`config.mk`:
```
export PLATFORM = sky130hd
export DESIGN_NAME = port_ab_alt_function_mux
export DESIGN_NICKNAME = d
export VERILOG_FILES = /design/src/include/port_mux_pkg.sv /design/src/core/port_ab_alt_function_mux.sv
export SDC_FILE = /design/constraint.sdc
export NUM_CORES = 1
export LEC_CHECK = 0
export BUFFER_PORTS_ARGS = -buffer_cell sky130_fd_sc_hd__buf_4
export CAP_MARGIN = 20
export CORE_ASPECT_RATIO = 0.6
export CORE_MARGIN = 2
export CORE_UTILIZATION = 59
export DETAILED_ROUTE_END_ITERATION = 8
export GPL_ROUTABILITY_DRIVEN = 0
export GPL_TIMING_DRIVEN = 0
export PLACE_DENSITY = 0.85
export SYNTH_ARGS = -nofsm -noshare
export SYNTH_HDL_FRONTEND = slang
export SYNTH_SLANG_ARGS = --single-unit
```
`constraint.sdc`:
```
create_clock -name i_clk -period 4.4 [get_ports i_clk]
set_input_delay 0.44 -clock i_clk [delete_from_list [all_inputs] [get_ports i_clk]]
set_output_delay 0.44 -clock i_clk [all_outputs]
set_load 0.05 [all_outputs]
```
`src/include/port_mux_pkg.sv`:
```
// constants for the port a / port b alternate-function multiplexer
// assumes a 32-bit apb master and 8-bit ports a and b
package port_mux_pkg;
	localparam int unsigned PORT_WIDTH = 8;
	localparam int unsigned ADDR_WIDTH = 8;
	localparam int unsigned DATA_WIDTH = 32;
	localparam int unsigned ANALOG_COUNT = 5;
	// register byte offsets
	localparam logic [7:0] OFS_PA_AF_ENABLE    = 8'h00;
	localparam logic [7:0] OFS_PB_AF_ENABLE    = 8'h04;
	localparam logic [7:0] OFS_PB_FSEL_FIRST   = 8'h08;
	localparam logic [7:0] OFS_PB_FSEL_SECOND  = 8'h0C;
	localparam logic [7:0] OFS_PA_DIRECTION    = 8'h10;
	localparam logic [7:0] OFS_PB_DIRECTION    = 8'h14;
	localparam logic [7:0] OFS_PA_OUT_DATA     = 8'h18;
	localparam logic [7:0] OFS_PB_OUT_DATA     = 8'h1C;
	localparam logic [7:0] OFS_PIN_LEVELS      = 8'h20;
	// reset values
	localparam logic [7:0] RST_AF_ENABLE  = 8'h00;
	localparam logic [7:0] RST_FSEL       = 8'h00;
	localparam logic [7:0] RST_DIRECTION  = 8'h00;
	localparam logic [7:0] RST_OUT_DATA   = 8'h00;
	// port a pin positions
	localparam int unsigned PA_TIMER0_IO   = 0;
	localparam int unsigned PA_TIMER0_TRUE = 1;
	localparam int unsigned PA_SER_DE      = 2;
	localparam int unsigned PA_SER_CTS     = 3;
	localparam int unsigned PA_SER_RX      = 4;
	localparam int unsigned PA_SER_TX      = 5;
	localparam int unsigned PA_TIMER1_IO   = 6;
	localparam int unsigned PA_TIMER1_TRUE = 7;
	// port b pin positions
	localparam int unsigned PB_CLOCK_IN = 3;
	localparam int unsigned PB_ANALOG7  = 4;
	localparam int unsigned PB_VREF     = 5;
endpackage

```
`src/core/port_ab_alt_function_mux.sv`:
```
// alternate-function routing for port a and port b pads, with apb registers
// assumes pads are external (three-flop synchronised) and peripherals share i_clk
//
// Implementation choices: the address map and the APB interface to the registers.
`timescale 1ns/10ps
`default_nettype none
module port_ab_alt_function_mux #(
	parameter bit BUILD_28PIN = 1'b1
) (
	input  wire logic                                i_clk,
	input  wire logic                                i_resetn,
	input  wire logic                                i_psel,
	input  wire logic                                i_penable,
	input  wire logic                                i_pwrite,
	input  wire logic [port_mux_pkg::ADDR_WIDTH-1:0] i_paddr,
	input  wire logic [port_mux_pkg::DATA_WIDTH-1:0] i_pwdata,
	output logic      [port_mux_pkg::DATA_WIDTH-1:0] o_prdata,
	output logic                                     o_pready,
	output logic                                     o_pslverr,
	input  wire logic [port_mux_pkg::PORT_WIDTH-1:0] i_pa_pad,
	input  wire logic [port_mux_pkg::PORT_WIDTH-1:0] i_pb_pad,
	output logic      [port_mux_pkg::PORT_WIDTH-1:0] o_pa_out,
	output logic      [port_mux_pkg::PORT_WIDTH-1:0] o_pa_oe,
	output logic      [port_mux_pkg::PORT_WIDTH-1:0] o_pb_out,
	output logic      [port_mux_pkg::PORT_WIDTH-1:0] o_pb_oe,
	input  wire logic                                i_crystal_enable,
	input  wire logic                                i_timer0_true_out,
	input  wire logic                                i_timer0_pin_out,
	input  wire logic                                i_timer0_drives_pin,
	input  wire logic                                i_timer1_true_out,
	input  wire logic                                i_timer1_pin_out,
	input  wire logic                                i_timer1_drives_pin,
	input  wire logic                                i_serial0_driver_enable,
	input  wire logic                                i_serial0_transmit,
	output logic                                     o_timer0_pin_in,
	output logic                                     o_timer1_pin_in,
	output logic                                     o_serial0_clear_to_send,
	output logic                                     o_serial0_receive,
	output logic                                     o_external_clock_input,
	output logic      [port_mux_pkg::ANALOG_COUNT-1:0] o_analog_connect,
	output logic                                     o_vref_connect
);
	import port_mux_pkg::*;

	////////////////////////////////////////////////////////////////////////////
	// pad synchronisers: change accepted once stages two and three agree
	logic [15:0] sync1_q, sync2_q, sync3_q, pin_q, pin_d;

	always_comb begin
		pin_d = (sync2_q == sync3_q) ? sync3_q : pin_q;
	end

	always_ff @(posedge i_clk) begin
		if (!i_resetn) begin
			sync1_q <= 16'h0000;
			sync2_q <= 16'h0000;
			sync3_q <= 16'h0000;
			pin_q   <= 16'h0000;
		end else begin
			sync1_q <= {i_pb_pad, i_pa_pad};
			sync2_q <= sync1_q;
			sync3_q <= sync2_q;
			pin_q   <= pin_d;
		end
	end

	////////////////////////////////////////////////////////////////////////////
	// apb slave: ready in the first access cycle, registers written there
	logic [7:0]  pa_af_q, pb_af_q, fsel1_q, fsel2_q, pa_dir_q, pb_dir_q, pa_dat_q, pb_dat_q;
	logic [7:0]  pa_af_d, pb_af_d, fsel1_d, fsel2_d, pa_dir_d, pb_dir_d, pa_dat_d, pb_dat_d;
	logic [31:0] prdata_d;
	logic        pready_d, pslverr_d, wr_en, hit;

	always_comb begin
		wr_en    = i_psel && i_penable && o_pready && i_pwrite;
		hit      = 1'b1;
		prdata_d = 32'h00000000;
		case (i_paddr)
			OFS_PA_AF_ENABLE:   prdata_d[7:0] = pa_af_q;
			OFS_PB_AF_ENABLE:   prdata_d[7:0] = pb_af_q;
			OFS_PB_FSEL_FIRST:  prdata_d[7:0] = fsel1_q;
			OFS_PB_FSEL_SECOND: prdata_d[7:0] = fsel2_q;
			OFS_PA_DIRECTION:   prdata_d[7:0] = pa_dir_q;
			OFS_PB_DIRECTION:   prdata_d[7:0] = pb_dir_q;
			OFS_PA_OUT_DATA:    prdata_d[7:0] = pa_dat_q;
			OFS_PB_OUT_DATA:    prdata_d[7:0] = pb_dat_q;
			OFS_PIN_LEVELS:     prdata_d[15:0] = pin_q;
			default:            hit = 1'b0;
		endcase
		pready_d  = i_psel && !i_penable;
		pslverr_d = i_psel && !i_penable && !hit;
		if (!(i_psel && !i_penable)) begin
			prdata_d = o_prdata;
		end
		pa_af_d  = (wr_en && i_paddr == OFS_PA_AF_ENABLE)   ? i_pwdata[7:0] : pa_af_q;
		pb_af_d  = (wr_en && i_paddr == OFS_PB_AF_ENABLE)   ? i_pwdata[7:0] : pb_af_q;
		fsel1_d  = (wr_en && i_paddr == OFS_PB_FSEL_FIRST)  ? i_pwdata[7:0] : fsel1_q;
		fsel2_d  = (wr_en && i_paddr == OFS_PB_FSEL_SECOND) ? i_pwdata[7:0] : fsel2_q;
		pa_dir_d = (wr_en && i_paddr == OFS_PA_DIRECTION)   ? i_pwdata[7:0] : pa_dir_q;
		pb_dir_d = (wr_en && i_paddr == OFS_PB_DIRECTION)   ? i_pwdata[7:0] : pb_dir_q;
		pa_dat_d = (wr_en && i_paddr == OFS_PA_OUT_DATA)    ? i_pwdata[7:0] : pa_dat_q;
		pb_dat_d = (wr_en && i_paddr == OFS_PB_OUT_DATA)    ? i_pwdata[7:0] : pb_dat_q;
	end

	always_ff @(posedge i_clk) begin
		if (!i_resetn) begin
			pa_af_q   <= RST_AF_ENABLE;
			pb_af_q   <= RST_AF_ENABLE;
			fsel1_q   <= RST_FSEL;
			fsel2_q   <= RST_FSEL;
			pa_dir_q  <= RST_DIRECTION;
			pb_dir_q  <= RST_DIRECTION;
			pa_dat_q  <= RST_OUT_DATA;
			pb_dat_q  <= RST_OUT_DATA;
			o_prdata  <= 32'h00000000;
			o_pready  <= 1'b0;
			o_pslverr <= 1'b0;
		end else begin
			pa_af_q   <= pa_af_d;
			pb_af_q   <= pb_af_d;
			fsel1_q   <= fsel1_d;
			fsel2_q   <= fsel2_d;
			pa_dir_q  <= pa_dir_d;
			pb_dir_q  <= pb_dir_d;
			pa_dat_q  <= pa_dat_d;
			pb_dat_q  <= pb_dat_d;
			o_prdata  <= prdata_d;
			o_pready  <= pready_d;
			o_pslverr <= pslverr_d;
		end
	end

	////////////////////////////////////////////////////////////////////////////
	// pin routing; registered so every pad and peripheral output is a flop
	// select changes apply immediately, so enabling last avoids glitch paths
	logic [7:0] pa_out_d, pa_oe_d, pb_out_d, pb_oe_d;
	logic [4:0] analog_d;
	logic       t0_in_d, t1_in_d, cts_d, rx_d, clk_in_d, vref_d;
	logic [7:0] pa_in, pb_in;

	always_comb begin
		pa_in    = pin_q[7:0];
		pb_in    = pin_q[15:8];
		pa_out_d = pa_dat_q;
		pa_oe_d  = pa_dir_q;
		pb_out_d = pb_dat_q;
		pb_oe_d  = pb_dir_q;
		// every alternate-function pin is made an input; peripherals then take the direction of pa0, pa1, pa2, pa5, pa6 and pa7
		for (int i = 0; i < 8; i++) begin
			if (pa_af_q[i]) begin
				pa_oe_d[i]  = 1'b0;
				pa_out_d[i] = 1'b0;
			end
			if (pb_af_q[i]) begin
				pb_oe_d[i]  = 1'b0;
				pb_out_d[i] = 1'b0;
			end
		end
		if (pa_af_q[PA_TIMER0_IO]) begin
			pa_oe_d[PA_TIMER0_IO]  = i_timer0_drives_pin;
			pa_out_d[PA_TIMER0_IO] = i_timer0_pin_out;
		end
		if (pa_af_q[PA_TIMER0_TRUE]) begin
			pa_oe_d[PA_TIMER0_TRUE]  = 1'b1;
			pa_out_d[PA_TIMER0_TRUE] = i_timer0_true_out;
		end
		if (pa_af_q[PA_SER_DE]) begin
			pa_oe_d[PA_SER_DE]  = 1'b1;
			pa_out_d[PA_SER_DE] = i_serial0_driver_enable;
		end
		if (pa_af_q[PA_SER_TX]) begin
			pa_oe_d[PA_SER_TX]  = 1'b1;
			pa_out_d[PA_SER_TX] = i_serial0_transmit;
		end
		if (pa_af_q[PA_TIMER1_IO]) begin
			pa_oe_d[PA_TIMER1_IO]  = i_timer1_drives_pin;
			pa_out_d[PA_TIMER1_IO] = i_timer1_pin_out;
		end
		if (pa_af_q[PA_TIMER1_TRUE]) begin
			pa_oe_d[PA_TIMER1_TRUE]  = 1'b1;
			pa_out_d[PA_TIMER1_TRUE] = i_timer1_true_out;
		end
		// oscillator owns pins 0 and 1; the pads are released to it
		if (i_crystal_enable) begin
			pa_oe_d[1:0]  = 2'h0;
			pa_out_d[1:0] = 2'h0;
		end
		t0_in_d = pa_af_q[PA_TIMER0_IO] && !i_timer0_drives_pin && !i_crystal_enable
			&& pa_in[PA_TIMER0_IO];
		t1_in_d = pa_af_q[PA_TIMER1_IO] && !i_timer1_drives_pin && pa_in[PA_TIMER1_IO];
		// idle high when not routed, so a floating uart sees no start bit
		cts_d   = pa_af_q[PA_SER_CTS] ? pa_in[PA_SER_CTS] : 1'b1;
		rx_d    = pa_af_q[PA_SER_RX] ? pa_in[PA_SER_RX] : 1'b1;
		// second select register deliberately absent from this decode
		analog_d = pb_af_q[4:0] & fsel1_q[4:0];
		clk_in_d = pb_af_q[PB_CLOCK_IN] && !fsel1_q[PB_CLOCK_IN] && pb_in[PB_CLOCK_IN];
		vref_d   = BUILD_28PIN && pb_af_q[PB_VREF] && fsel1_q[PB_VREF];
	end

	always_ff @(posedge i_clk) begin
		if (!i_resetn) begin
			o_pa_out                <= 8'h00;
			o_pa_oe                 <= 8'h00;
			o_pb_out                <= 8'h00;
			o_pb_oe                 <= 8'h00;
			o_timer0_pin_in         <= 1'b0;
			o_timer1_pin_in         <= 1'b0;
			o_serial0_clear_to_send <= 1'b1;
			o_serial0_receive       <= 1'b1;
			o_external_clock_input  <= 1'b0;
			o_analog_connect        <= 5'h00;
			o_vref_connect          <= 1'b0;
		end else begin
			o_pa_out                <= pa_out_d;
			o_pa_oe                 <= pa_oe_d;
			o_pb_out                <= pb_out_d;
			o_pb_oe                 <= pb_oe_d;
			o_timer0_pin_in         <= t0_in_d;
			o_timer1_pin_in         <= t1_in_d;
			o_serial0_clear_to_send <= cts_d;
			o_serial0_receive       <= rx_d;
			o_external_clock_input  <= clk_in_d;
			o_analog_connect        <= analog_d;
			o_vref_connect          <= vref_d;
		end
	end
endmodule
`default_nettype wire

```
==> Word-level counts from Yosys, hierarchy flattened <==
Cells that the tools add are included.
{ "word_totals": {"regBits": 189, "inputBits": 70, "word_cells": 114, "output_inout_bits": 77} }
{ "op_classes": {"bitwise": 2, "n_reduce_logical": 42, "n_eq_ne": 9, "mux": 15} }
{ "ops": {"columns": ["cell", "n"], "rows": [
  ["one-hot mux 8 bit (9 select lines)", 1],
  ["== test 8 x 5 -> 1 bit (second input constant)", 4],
  ["OR reduction 2 bit", 11],
  ["logical AND 1 bit", 21],
  ["== test 16 bit", 1],
  ["== test 8 x 4 -> 1 bit (second input constant)", 2],
  ["two-way mux 1 bit", 13],
  ["OR reduction 9 bit", 1],
  ["== test 8 x 3 -> 1 bit (second input constant)", 1],
  ["== test 8 x 6 -> 1 bit (second input constant)", 1],
  ["zero test 8 bit", 1],
  ["two-way mux 8 bit", 1],
  ["zero test 1 bit", 6],
  ["AND 5 bit", 1],
  ["AND reduction 2 bit", 2],
  ["inverter 1 bit", 1]
]} }

==> Longest topological paths before layout <==
Gate-level depths: netlist of run 1.
{ "logic_depth": {"depth_word": 5, "ltp_mapped": 7, "depth_no_buf": 4} }

==> Least setup slack after synthesis of run 1 <==
OpenSTA, ideal clock, no wires.
{ "synth_timing": {"kind": "input -> register", "startpoint": "in i_paddr[3] (netlist bit)", "endpoint": "reg pb_af_q[7]", "slack_ns": 2.405, "arrival_time_ns": 1.868, "path_stages": 6, "n_path_buf": 2, "required_time_ns": 4.272, "setup_time_ns": 0.128, "path_cell_list": "buf_2 or4b_4 buf_6 nor3_4 mux2i_1 nor2_1"} }
{ "synth_between": {"elab_chain_cells": 2} }
{ "synth_rtl": {"columns": ["element", "line_no", "rtl"], "rows": [
  ["start, declared", "port_ab_alt_function_mux.sv:15", "input wire logic [port_mux_pkg::ADDR_WIDTH-1:0] i_paddr,"],
  ["== test 8 x 3 -> 1 bit", "port_ab_alt_function_mux.sv:96", "pb_af_d = (wr_en && i_paddr == OFS_PB_AF_ENABLE) ? i_pwdata[7:0] : pb_af_q;"],
  ["logical AND 1 bit", "port_ab_alt_function_mux.sv:96", null],
  ["end signal, assigned", "port_ab_alt_function_mux.sv:120", "pb_af_q <= pb_af_d;"],
  ["end, declared", "port_ab_alt_function_mux.sv:69", "logic [7:0] pa_af_q, pb_af_q, fsel1_q, fsel2_q, pa_dir_q, pb_dir_q, pa_dat_q, pb_dat_q;"]
]} }
Every way passes these cells.
A chain may end at the register's enable or synchronous reset.

==> Worst setup path in the final report of run 1 <==
{ "layout_timing": {"startpoint": "reg sync3_q[0]", "endpoint": "reg pin_q[14]"} }
{ "layout_between": {"elab_chain_cells": 1} }
{ "layout_rtl": {"columns": ["element", "line_no", "rtl"], "rows": [
  ["start, declared", "port_ab_alt_function_mux.sv:47", "logic [15:0] sync1_q, sync2_q, sync3_q, pin_q, pin_d;"],
  ["start signal, assigned", "port_ab_alt_function_mux.sv:62", "sync3_q <= sync2_q;"],
  ["== test 16 bit", "port_ab_alt_function_mux.sv:50", "pin_d = (sync2_q == sync3_q) ? sync3_q : pin_q;"],
  ["end signal, assigned", "port_ab_alt_function_mux.sv:63", "pin_q <= pin_d;"],
  ["end, declared", "port_ab_alt_function_mux.sv:47", null]
]} }
Every way passes these cells.

==> impl_metrics.tcl, run 1 <==
set metrics [dict create \
    outcome "complete, no violations" \
    drc 0 \
    hp-class "in -> reg" \
    wl_um 19860 \
    cts.repair.resized 0 \
    initial_utilization_pct 60.52 \
    setup_violations 0 \
    rr_worst_depth 5 \
    cp-startpoint "sync3_q[0]" \
    synthFlopType "dfxtp_1" \
    synth_adder_area_share_pct 0 \
    yosysWarnings 0 \
    worstPathArrival_ps 2580 \
    cts_tree "built" \
    first_iter_violations 804 \
    synthMuxAreaShare_pct 14.09 \
    fp-row-count 31 \
    yosysSeqAreaShare_pct 51.83 \
    wl_per_cell_um 19.51 \
    synth_top_cell_area_share_pct 51.83 \
    drv_cap 0 \
    p_per_area_nw_per_um2 406.1 \
    port_buffers 94 \
    end_kind "flop" \
    period_share_pct 50.49 \
    grt_max_degree 18 \
    grt_pass1_wl_um 31010 \
    clock_sinks 189 \
    cp-start-kind "flop" \
    h-tree-depth 4 \
    viasPerCell 5.839 \
    leakage_nw 3.499 \
    tightest_slew_ps 939.1 \
    syn_area_per_cell_sq_um 10.25 \
    via_count 5944 \
    synth-edff-count 0 \
    cts_root_buf "clkbuf_16" \
    total_power_mw 3.619 \
    critPathKind "reg -> reg" \
    worstReg2RegStart "sync3_q[0]" \
    overflow 0 \
    synthToLayoutAreaGrowth_pct 22.07 \
    synth.most_common_cell "dfxtp_1" \
    yosysUniqueCellTypes 54 \
    path_clk_slew_ps 70 \
    synthSimpleGateAreaFrac_pct 20.79 \
    grt_usage_pct 30.22 \
    cts_buffers 17 \
    clock_latency_ps 440 \
    syn_area_sq_um 7301 \
    relSlewSlack_pct 36.87 \
    yosysTopAreaCell "dfxtp_1" \
    die_w_um 147.6 \
    cp.required_ps 4760 \
    die_area_sq_um 13310 \
    drive_gt1_share_pct 20.05 \
    synth_compound_area_share_pct 6.444 \
    async_reset_ff_share_pct 0 \
    layout_min_cycle_time_ps 2222 \
    antennaDiodeCount 0 \
    core-area_sq_um 12060 \
    fin_setup_tns_ps 0 \
    crit_path_end "pin_q[14]" \
    finalClockSkew_ps 8.876 \
    clock_path_buffers 2 \
    netlist_top_cells_area "dfxtp_1 52%, mux2i_1 13%, nor2_1 4.7%" \
    first_global_vias 5767 \
    antenna_found_initial 0 \
    io_pins 147 \
    cp_max_fo 10 \
    grt_setup_unrepaired "false" \
    max_freq_ghz 0.4501 \
    ant_nets 0 \
    vdd_ir_drop_max_mv 0.2930 \
    synth_top_family_by_area "simple AND/OR/NAND/NOR gates" \
    synth_xor_xnor_area_share_pct 1.919 \
    yosys_register_bits 189 \
    layout.nets 910 \
    die_h_um 90.17 \
    dr.pass1.iters 6 \
    synthTopCellsByCount "189 x dfxtp_1, 96 x mux2i_1, 92 x nor2_1, 52 x and2_1, 41 x nand2_1" \
    post_cts_buffers 0 \
    regToRegEndpoint "pin_q[14]" \
    rrSetupSlack_ps 2180 \
    finalMaxSlewViolations 0 \
    hold_violations 0 \
    dp.final_hpwl_um 14190 \
    cts_hold_buf 0 \
    synthesis.instances 712 \
]
==> how the worst min path moves through the flow <==
stage,start,to,cells past startpoint
5_1_grt,i_timer0_drives_pin,o_timer0_pin_in,2
3_5_place_dp,sync1_q[5],sync2_q[5],1
3_3_place_gp,sync1_q[3],sync2_q[3],1
4_1_cts,i_timer0_drives_pin,o_timer0_pin_in,2
2_1_floorplan,sync1_q[0],sync2_q[0],1
6_report,i_timer0_drives_pin,o_timer0_pin_in,2
==> flip-flops by register name, summed over array words and instances, names as in the netlist, 16 cells and up <==
name / flops
o_prdata: 16
pin_q: 16
sync1_q: 16
sync2_q: 16
sync3_q: 16
==> kinds of logic (layout without fill, tap and decap cells) <==
logic type	Yosys count	in the layout
buf+inv	71	197
xor+xnor	16	16
mux	102	102
flops	189	189
simple gates	270	270
compound gates	63	63
other cells	1	16
==> report_power, final <==
group	leakage, nW	total [mW]	switching, mW	internal, mW
Sequential	1.53	1.74	0.00958	1.73
Combinational	1.65	0.218	0.147	0.0709
Clock	0.315	1.66	0.684	0.979
==> area by class of cell <==
cell class,instances,area [sq um]
plain buffers,65,334.1
clock buffers,18,439.2
clock inverters,14,203.9
fillers,824,3151
inverters,6,22.52
multi-input cells,467,3217
flip-flops and latches,189,3784
well taps,165,206.4
repair buffers,94,705.7
==> stage by stage <==
stage	cell area, sq um	hold slack (ps)	util, %	setup slack, ps	instances
finish	8912	168.4	73.88	2178	1018
CTS	8912	169.8	73.88	2205	1018
global route	8912	173.8	73.88	2052	1018
floorplan	7357	411.9	-	2405	727
global placement	8269	418.6	68.55	2063	986
detailed placement	8269	419.9	68.55	2041	986
==> layout by cell type, fill, tap and decap left out, types with 4 or more instances in the layout <==
master	Yosys	final
mux2_2	6	6
a21oi_1	7	7
conb_1	1	16
a22o_1	8	8
clkbuf_1	36	36
xnor2_1	16	16
inv_1	5	5
clkbuf_16	0	17
a22oi_1	14	14
nor2_1	92	92
a311oi_1	4	4
nand2_1	41	41
buf_2	6	6
buf_4	18	112
o21ai_0	8	8
and3_1	15	15
bufinv_16	0	4
nor3_4	6	6
nor3_1	11	11
mux2i_1	96	96
and2_1	52	52
nand4_1	5	5
nor3b_1	18	18
dfxtp_1	189	189
==> worst max-delay path, cell delays in order (launching register included) <==
cell and delay, ps:
dfxtp_1 330, xnor2_1 330, nand4_1 250, nor4_4 590, buf_2 410, mux2i_1 230
==> layer usage <==
layer | up-vias | track usage [%] | share of wire, %
met5 | - | 0 | 0
met4 | 0 | 10.66 | 2.5
met3 | 53 | 8.985 | 12
met2 | 407 | 45.54 | 43
met1 | 2799 | 41.42 | 42
li1 | 2685 | - | -
(Power assumes the default switching activity.)
==> run 2, diff against run 1 <==
--- a/config.mk
+++ b/config.mk
@@ -5,15 +5,16 @@
 export SDC_FILE = /design/constraint.sdc
 export NUM_CORES = 1
 export LEC_CHECK = 0
+export ABC_AREA = 1
 export BUFFER_PORTS_ARGS = -buffer_cell sky130_fd_sc_hd__buf_4
 export CAP_MARGIN = 20
 export CORE_ASPECT_RATIO = 0.6
 export CORE_MARGIN = 2
-export CORE_UTILIZATION = 59
+export CORE_UTILIZATION = 55
 export DETAILED_ROUTE_END_ITERATION = 8
 export GPL_ROUTABILITY_DRIVEN = 0
 export GPL_TIMING_DRIVEN = 0
-export PLACE_DENSITY = 0.85
+export PLACE_DENSITY = 0.8
 export SYNTH_ARGS = -nofsm -noshare
 export SYNTH_HDL_FRONTEND = slang
 export SYNTH_SLANG_ARGS = --single-unit
==> constraint.sdc (replaced) <==
create_clock -name i_clk -period 2.2 [get_ports i_clk]
set_input_delay 0.22 -clock i_clk [delete_from_list [all_inputs] [get_ports i_clk]]
set_output_delay 0.22 -clock i_clk [all_outputs]
set_load 0.05 [all_outputs]
==> run 2 against run 1 <==
Effect of this change:
- fmax is 19% higher
- total power rose by 97%
- worst setup slack got worse by 1900 ps
- count of clock-buffer cells in the layout up 1
- global-route usage fell by 1.5 points
- clock power is 81% higher
- critical path type unchanged
- largest cell class unchanged
==> impl_metrics.tcl, run 2 <==
set metrics [dict create \
    crit_slowest_cell "nand4_1" \
    io_pins 147 \
    layout.nets 1164 \
    yosysWarnings 0 \
    finalMaxSlewViolations 0 \
    cts_root_buf "clkbuf_16" \
    grt_usage_pct 28.69 \
    p_sw_share_pct 25.37 \
    async_reset_ff_share_pct 0 \
    hold_start "i_timer1_drives_pin" \
    synth_top_cell_area_share_pct 51.58 \
    grt_pass1_wl_um 31950 \
    power.share.combinational_pct 8.4 \
    dr.pass1.iters 7 \
    synthToLayoutAreaGrowth_pct 24.44 \
    path_clk_slew_ps 70 \
    syn_area_per_cell_sq_um 7.812 \
    crit_chain "nand4_1, inv_2, nand2_1, buf_2, o21ai_0, nor2_1" \
    hold_violations 0 \
    synthTopCellsByCount "189 x dfxtp_1, 133 x nand2_1, 132 x inv_1, 86 x a21oi_1, 85 x nor2_1" \
    core-area_sq_um 12930 \
    vdd_ir_drop_max_mv 0.5012 \
    cp_max_fo 10 \
    p_per_area_nw_per_um2 780.4 \
    seqPwrFrac_pct 49.5 \
    first_global_vias 6124 \
    yosys_register_bits 189 \
    place_area_sq_um 8393 \
    initial_utilization_pct 56.72 \
    antennaDiodeCount 0 \
    critPathKind "reg -> reg" \
    dp.final_hpwl_um 14780 \
    period_share_pct 85.15 \
    multi_input_area_sq_um 2710 \
    final_common_cell "dfxtp_1" \
    rrSetupSlack_ps 330 \
    cts.repair.resized 0 \
    synthFlopType "dfxtp_1" \
    ant_nets 0 \
    synth-edff-count 0 \
    syn_area_sq_um 7336 \
    relSlewSlack_pct 51.55 \
    cts_tree "built" \
    clkPwrFrac_pct 42.1 \
    wl_per_cell_um 15.77 \
    h-tree-depth 4 \
    top_layer_used "met4" \
    fin_setup_tns_ps 0 \
    drv_cap 0 \
    finalClockSkew_ps 8.039 \
    synthesis.instances 939 \
    overflow 0 \
    cp.required_ps 2520 \
    hold_depth 4 \
    clock_latency_ps 430 \
    yosysUniqueCellTypes 31 \
    leakage_nw 4.163 \
    regToRegEndpoint "fsel1_q[7]" \
    clock_path_buffers 2 \
    total_power_mw 7.124 \
    rr_worst_depth 6 \
    wl_um 20140 \
    netlist_top_cells_area "dfxtp_1 52%, nand2_1 6.8%, inv_1 6.8%" \
    end_kind "flop" \
    fill_cells 1017 \
    layout_common_cells "189 x dfxtp_1, 133 x nand2_1, 132 x inv_1" \
    hp-class "in -> reg" \
    dr_wl_met2_um 7645 \
    synth.most_common_cell "dfxtp_1" \
    antenna_found_initial 0 \
    drc 0 \
    cts_buffers 17 \
    cp-start-kind "flop" \
    power.switching_mw 1.807 \
    max_freq_ghz 0.5338 \
    die_h_um 93.46 \
    final_area_sq_um 9129 \
    drive_gt1_share_pct 19.42 \
    cpPeakStageDelay_ps 400 \
    p_int_mw 5.317 \
    worstReg2RegStart "o_pready" \
    met1_length_um 9245 \
    seqCellArea_sq_um 3784 \
    clock_sinks 189 \
    yosysTopAreaCell "dfxtp_1" \
    holdPathEnd "o_timer1_pin_in" \
    first_iter_violations 912 \
    die_area_sq_um 14310 \
    outcome "complete, no violations" \
    port_buffers 105 \
    dr_wl_met3_um 2915 \
    via_count 6717 \
    tightest_slew_ps 726.8 \
    grt_max_degree 18 \
    yosysSeqAreaShare_pct 51.58 \
    fp-row-count 32 \
    worstPathArrival_ps 2190 \
    die_w_um 153.1 \
    setup_violations 0 \
    viasPerCell 5.260 \
    grt_setup_unrepaired "false" \
    layout_min_cycle_time_ps 1873 \
]
run 2: cell types whose count changed after synthesis, moves of 23 or more:
cell      previous run  this run
o21ai_0              8        81
inv_1                5       132
and2_1              52         0
nand3_1              1        77
nand2_1             41       133
mux2i_1             96         0
a21oi_1              7        86
clkbuf_1            36        13
run 2: stage by stage:
stage               std cells  util, %  hold slack (ps)  setup slack (ps)
floorplan                 954        -            317.6             488.4
detailed placement       1229    64.90            396.8             461.8
CTS                      1277    70.59            48.41             429.0
global route             1277    70.59            63.78             288.5
global placement         1229    64.90            395.4             514.5
finish                   1277    70.59            57.15             326.8
run 2: timing repair:
action	CTS	global route
setup buffers	0	0
hold buffers	16	0
hold endpoints to repair	16	0
run 2: per-layer routing:
layer  track usage [%]  vias to the layer above
li1                  -                     3247
met2             38.73                      429
met3             9.082                       41
met5                 0                        -
met4             8.565                        0
met1             43.08                     3000
run 2: power by group through the flow:
stage,combinational [mW],sequential [mW],clock [mW]
final,0.597,3.52,3.00
after global routing,0.643,3.53,3.20
after CTS,0.585,3.52,3.01
after floorplan,0.347,3.62,0
after detailed placement,0.559,3.60,0
after global placement,0.550,3.60,0
run 2: area by class of cell:
type,count,share of cell area [%]
Clock buffer,19,4.852
Tap cell,170,2.330
Multi-Input combinational cell,563,29.69
Clock inverter,13,1.453
Timing Repair Buffer,121,10.39
Inverter,143,5.880
Buffer,59,3.961
Sequential cell,189,41.45
run 2: cells by family (layout without fill, tap and decap cells):
group	after synthesis	count (layout)	synth area share, %
AO/OA/AOI/OAI	180	180	12.67
XOR/XNOR	14	14	1.672
buffers and inverters	202	355	12.25
flip-flops	189	189	51.58
other	1	16	0.05112
AND/OR/NAND/NOR	353	353	21.78
run 2: worst max-delay path by stage:
stage	start	end	slack [ps]	depth (start not counted)
6_report	o_pready	fsel1_q[7]	330	6
3_5_place_dp	o_pready	fsel1_q[7]	460	6
3_3_place_gp	o_pready	fsel1_q[7]	510	6
2_1_floorplan	o_pready	pa_dat_q[5]	490	6
4_1_cts	o_pready	pb_dat_q[5]	430	6
5_1_grt	o_pready	pb_dir_q[6]	290	6
run 2: critical path, delay by kind of cell, from the launching register on:
family                 cells  cell delay [ps]
DFF                        1              340
buffers and inverters      2              550
AOI/OAI and AO/OA          1              210
and+or+nand+nor            3              670
==> run 3, diff against run 2 <==
--- a/config.mk
+++ b/config.mk
@@ -5,16 +5,15 @@
 export SDC_FILE = /design/constraint.sdc
 export NUM_CORES = 1
 export LEC_CHECK = 0
-export ABC_AREA = 1
 export BUFFER_PORTS_ARGS = -buffer_cell sky130_fd_sc_hd__buf_4
 export CAP_MARGIN = 20
 export CORE_ASPECT_RATIO = 0.6
 export CORE_MARGIN = 2
-export CORE_UTILIZATION = 55
+export CORE_UTILIZATION = 54
 export DETAILED_ROUTE_END_ITERATION = 8
 export GPL_ROUTABILITY_DRIVEN = 0
 export GPL_TIMING_DRIVEN = 0
-export PLACE_DENSITY = 0.8
+export PLACE_DENSITY = 0.79
 export SYNTH_ARGS = -nofsm -noshare
 export SYNTH_HDL_FRONTEND = slang
 export SYNTH_SLANG_ARGS = --single-unit
==> constraint.sdc (replaced) <==
create_clock -name i_clk -period 2.2 [get_ports i_clk]
set_input_delay 0.66 -clock i_clk [delete_from_list [all_inputs] [get_ports i_clk]]
set_output_delay 0.66 -clock i_clk [all_outputs]
set_load 0.05 [all_outputs]
==> run 3 against run 2 <==
Effect of this change:
- register-to-register slack worse by 20 ps
- sequential cell count unchanged
- worst setup slack worse by 280 ps
- sequential share of layout area up 0.81 points
- first-iteration DRC count down 7.5%
- clock power about the same
- sequential power down 1%
- critical path type is now in -> reg
==> impl_metrics.tcl, run 3 (synthesized netlist as in run 1, its figures left out) <==
set metrics [dict create \
    overflow 0 \
    instances_no_fill 1029 \
    h-tree-depth 4 \
    setup_violations 0 \
    hold_violations 0 \
    layout_min_cycle_time_ps 2158 \
    clkPwrFrac_pct 43.6 \
    grt_max_degree 19 \
    die_w_um 154.1 \
    vdd_ir_drop_max_mv 0.5992 \
    fill_cells 970 \
    p_int_mw 5.203 \
    die_h_um 94.07 \
    final_common_cell "dfxtp_1" \
    clock_latency_ps 440 \
    layout_common_cells "189 x dfxtp_1, 116 x buf_4, 96 x mux2i_1" \
    drv_cap 0 \
    whs_ps 391.6 \
    seqPwrFrac_pct 50.0 \
    layout.nets 916 \
    outcome "complete, no violations" \
    dp.final_hpwl_um 14460 \
    clock_path_buffers 2 \
    tightest_slew_ps 849.8 \
    viasPerCell 5.820 \
    path_clk_slew_ps 70 \
    power.share.combinational_pct 6.4 \
    via_count 5989 \
    clock_sinks 189 \
    finalMaxSlewViolations 0 \
    p_per_area_nw_per_um2 776.7 \
    core-area_sq_um 13010 \
    first_iter_violations 844 \
    cp_max_fo 10 \
    die_area_sq_um 14500 \
    grt_pass1_wl_um 31100 \
    initial_utilization_pct 56.11 \
    leakage_nw 3.511 \
    cp-start-kind "primary input" \
    cts_buffers 17 \
    worstPathArrival_ps 2530 \
    ant_nets 0 \
    placedCellCount 991 \
    power.switching_mw 1.751 \
    dr.pass1.iters 5 \
    io_pins 147 \
    relSlewSlack_pct 43.35 \
    critPathKind "in -> reg" \
    synthToLayoutAreaGrowth_pct 22.64 \
    first_global_vias 5867 \
    drc 0 \
    wl_um 20080 \
    p_sw_share_pct 25.18 \
    drive_gt1_share_pct 20.95 \
    multi_input_area_sq_um 3243 \
    cts_tree "built" \
    finalClockSkew_ps 10.83 \
    end_kind "flop" \
    cp.required_ps 2570 \
    max_freq_ghz 0.4634 \
    seqCellArea_sq_um 3784 \
    hp-class "in -> reg" \
    antennaDiodeCount 0 \
    cts_root_buf "clkbuf_16" \
    fp-row-count 32 \
    port_buffers 94 \
    grt_setup_unrepaired "true" \
    wl_per_cell_um 19.51 \
    grt_usage_pct 28.24 \
    period_share_pct 98.08 \
    antenna_found_initial 0 \
]
run 3: cell count changes in the layout (fill, tap and decap cells not counted), sizes merged, moves of 52 or more:
cell	change
inv	-136
nand2	-100
mux2i	+96
a21oi	-84
nand3	-79
o21ai	-77
and2	+52
run 3: routing by layer:
metal	vias up	GRT usage [%]	part of all wire [%]
li1	2683	-	-
met1	2865	38.77	44
met2	395	42.97	42
met3	46	8.533	12
met4	0	8.723	1.8
met5	-	0	0
run 3: stage by stage:
stage	worst slack, ps	instance area (sq um)	TNS [ps]	power (mW)	utilization, %
after floorplan	39.62	7357	0	3.829	-
after global placement	-387.1	8275	-22360	3.968	63.60
after detailed placement	-421.4	8275	-24400	3.978	63.60
after CTS	16.74	8857	0	6.947	68.07
after global routing	-56.04	8954	-153.9	7.129	68.81
final	42.19	8954	0	6.955	68.81
run 3: cell type report:
class / instances / share of cell area, %
Sequential cell: 189 / 42.26
Multi-Input combinational cell: 467 / 36.22
Timing Repair Buffer: 100 / 8.664
Clock buffer: 17 / 4.751
Buffer: 65 / 3.731
Tap cell: 170 / 2.376
Clock inverter: 15 / 1.747
Inverter: 6 / 0.2515
run 3: power by group through the flow:
| stage | clock network (mW) | registers, mW | logic [mW] |
|---|---|---|---|
| finish | 3.03 | 3.48 | 0.445 |
| global route | 3.18 | 3.48 | 0.469 |
| CTS | 3.04 | 3.48 | 0.426 |
| detailed placement | 0 | 3.56 | 0.423 |
| global placement | 0 | 3.55 | 0.414 |
| floorplan | 0 | 3.55 | 0.274 |
run 3: worst max-delay path: stages:
cell and delay [ps]:
buf_4 90, clkbuf_1 390, or4b_1 600, nor3_2 500, a22oi_1 150, nor2_1 130
run 3: worst paths after layout:
path / startpoint / to / slack [ps] / cells past startpoint
setup / recovery: i_paddr[5] / o_prdata[9] / 40 / 6
hold / removal: i_timer0_drives_pin / o_timer0_pin_in / 390 / 2
setup reg to reg: sync3_q[14] / pin_q[11] / 310 / 5
hold reg to reg: sync1_q[3] / sync2_q[3] / 430 / 1
run 3: what timing repair did:
action,CTS,global route
pin swaps,1,4
buffers inserted,0,6
setup endpoints to repair,1,42
endpoints found under the hold margin,0,0
hold buffers,0,0
gates resized for setup,0,5
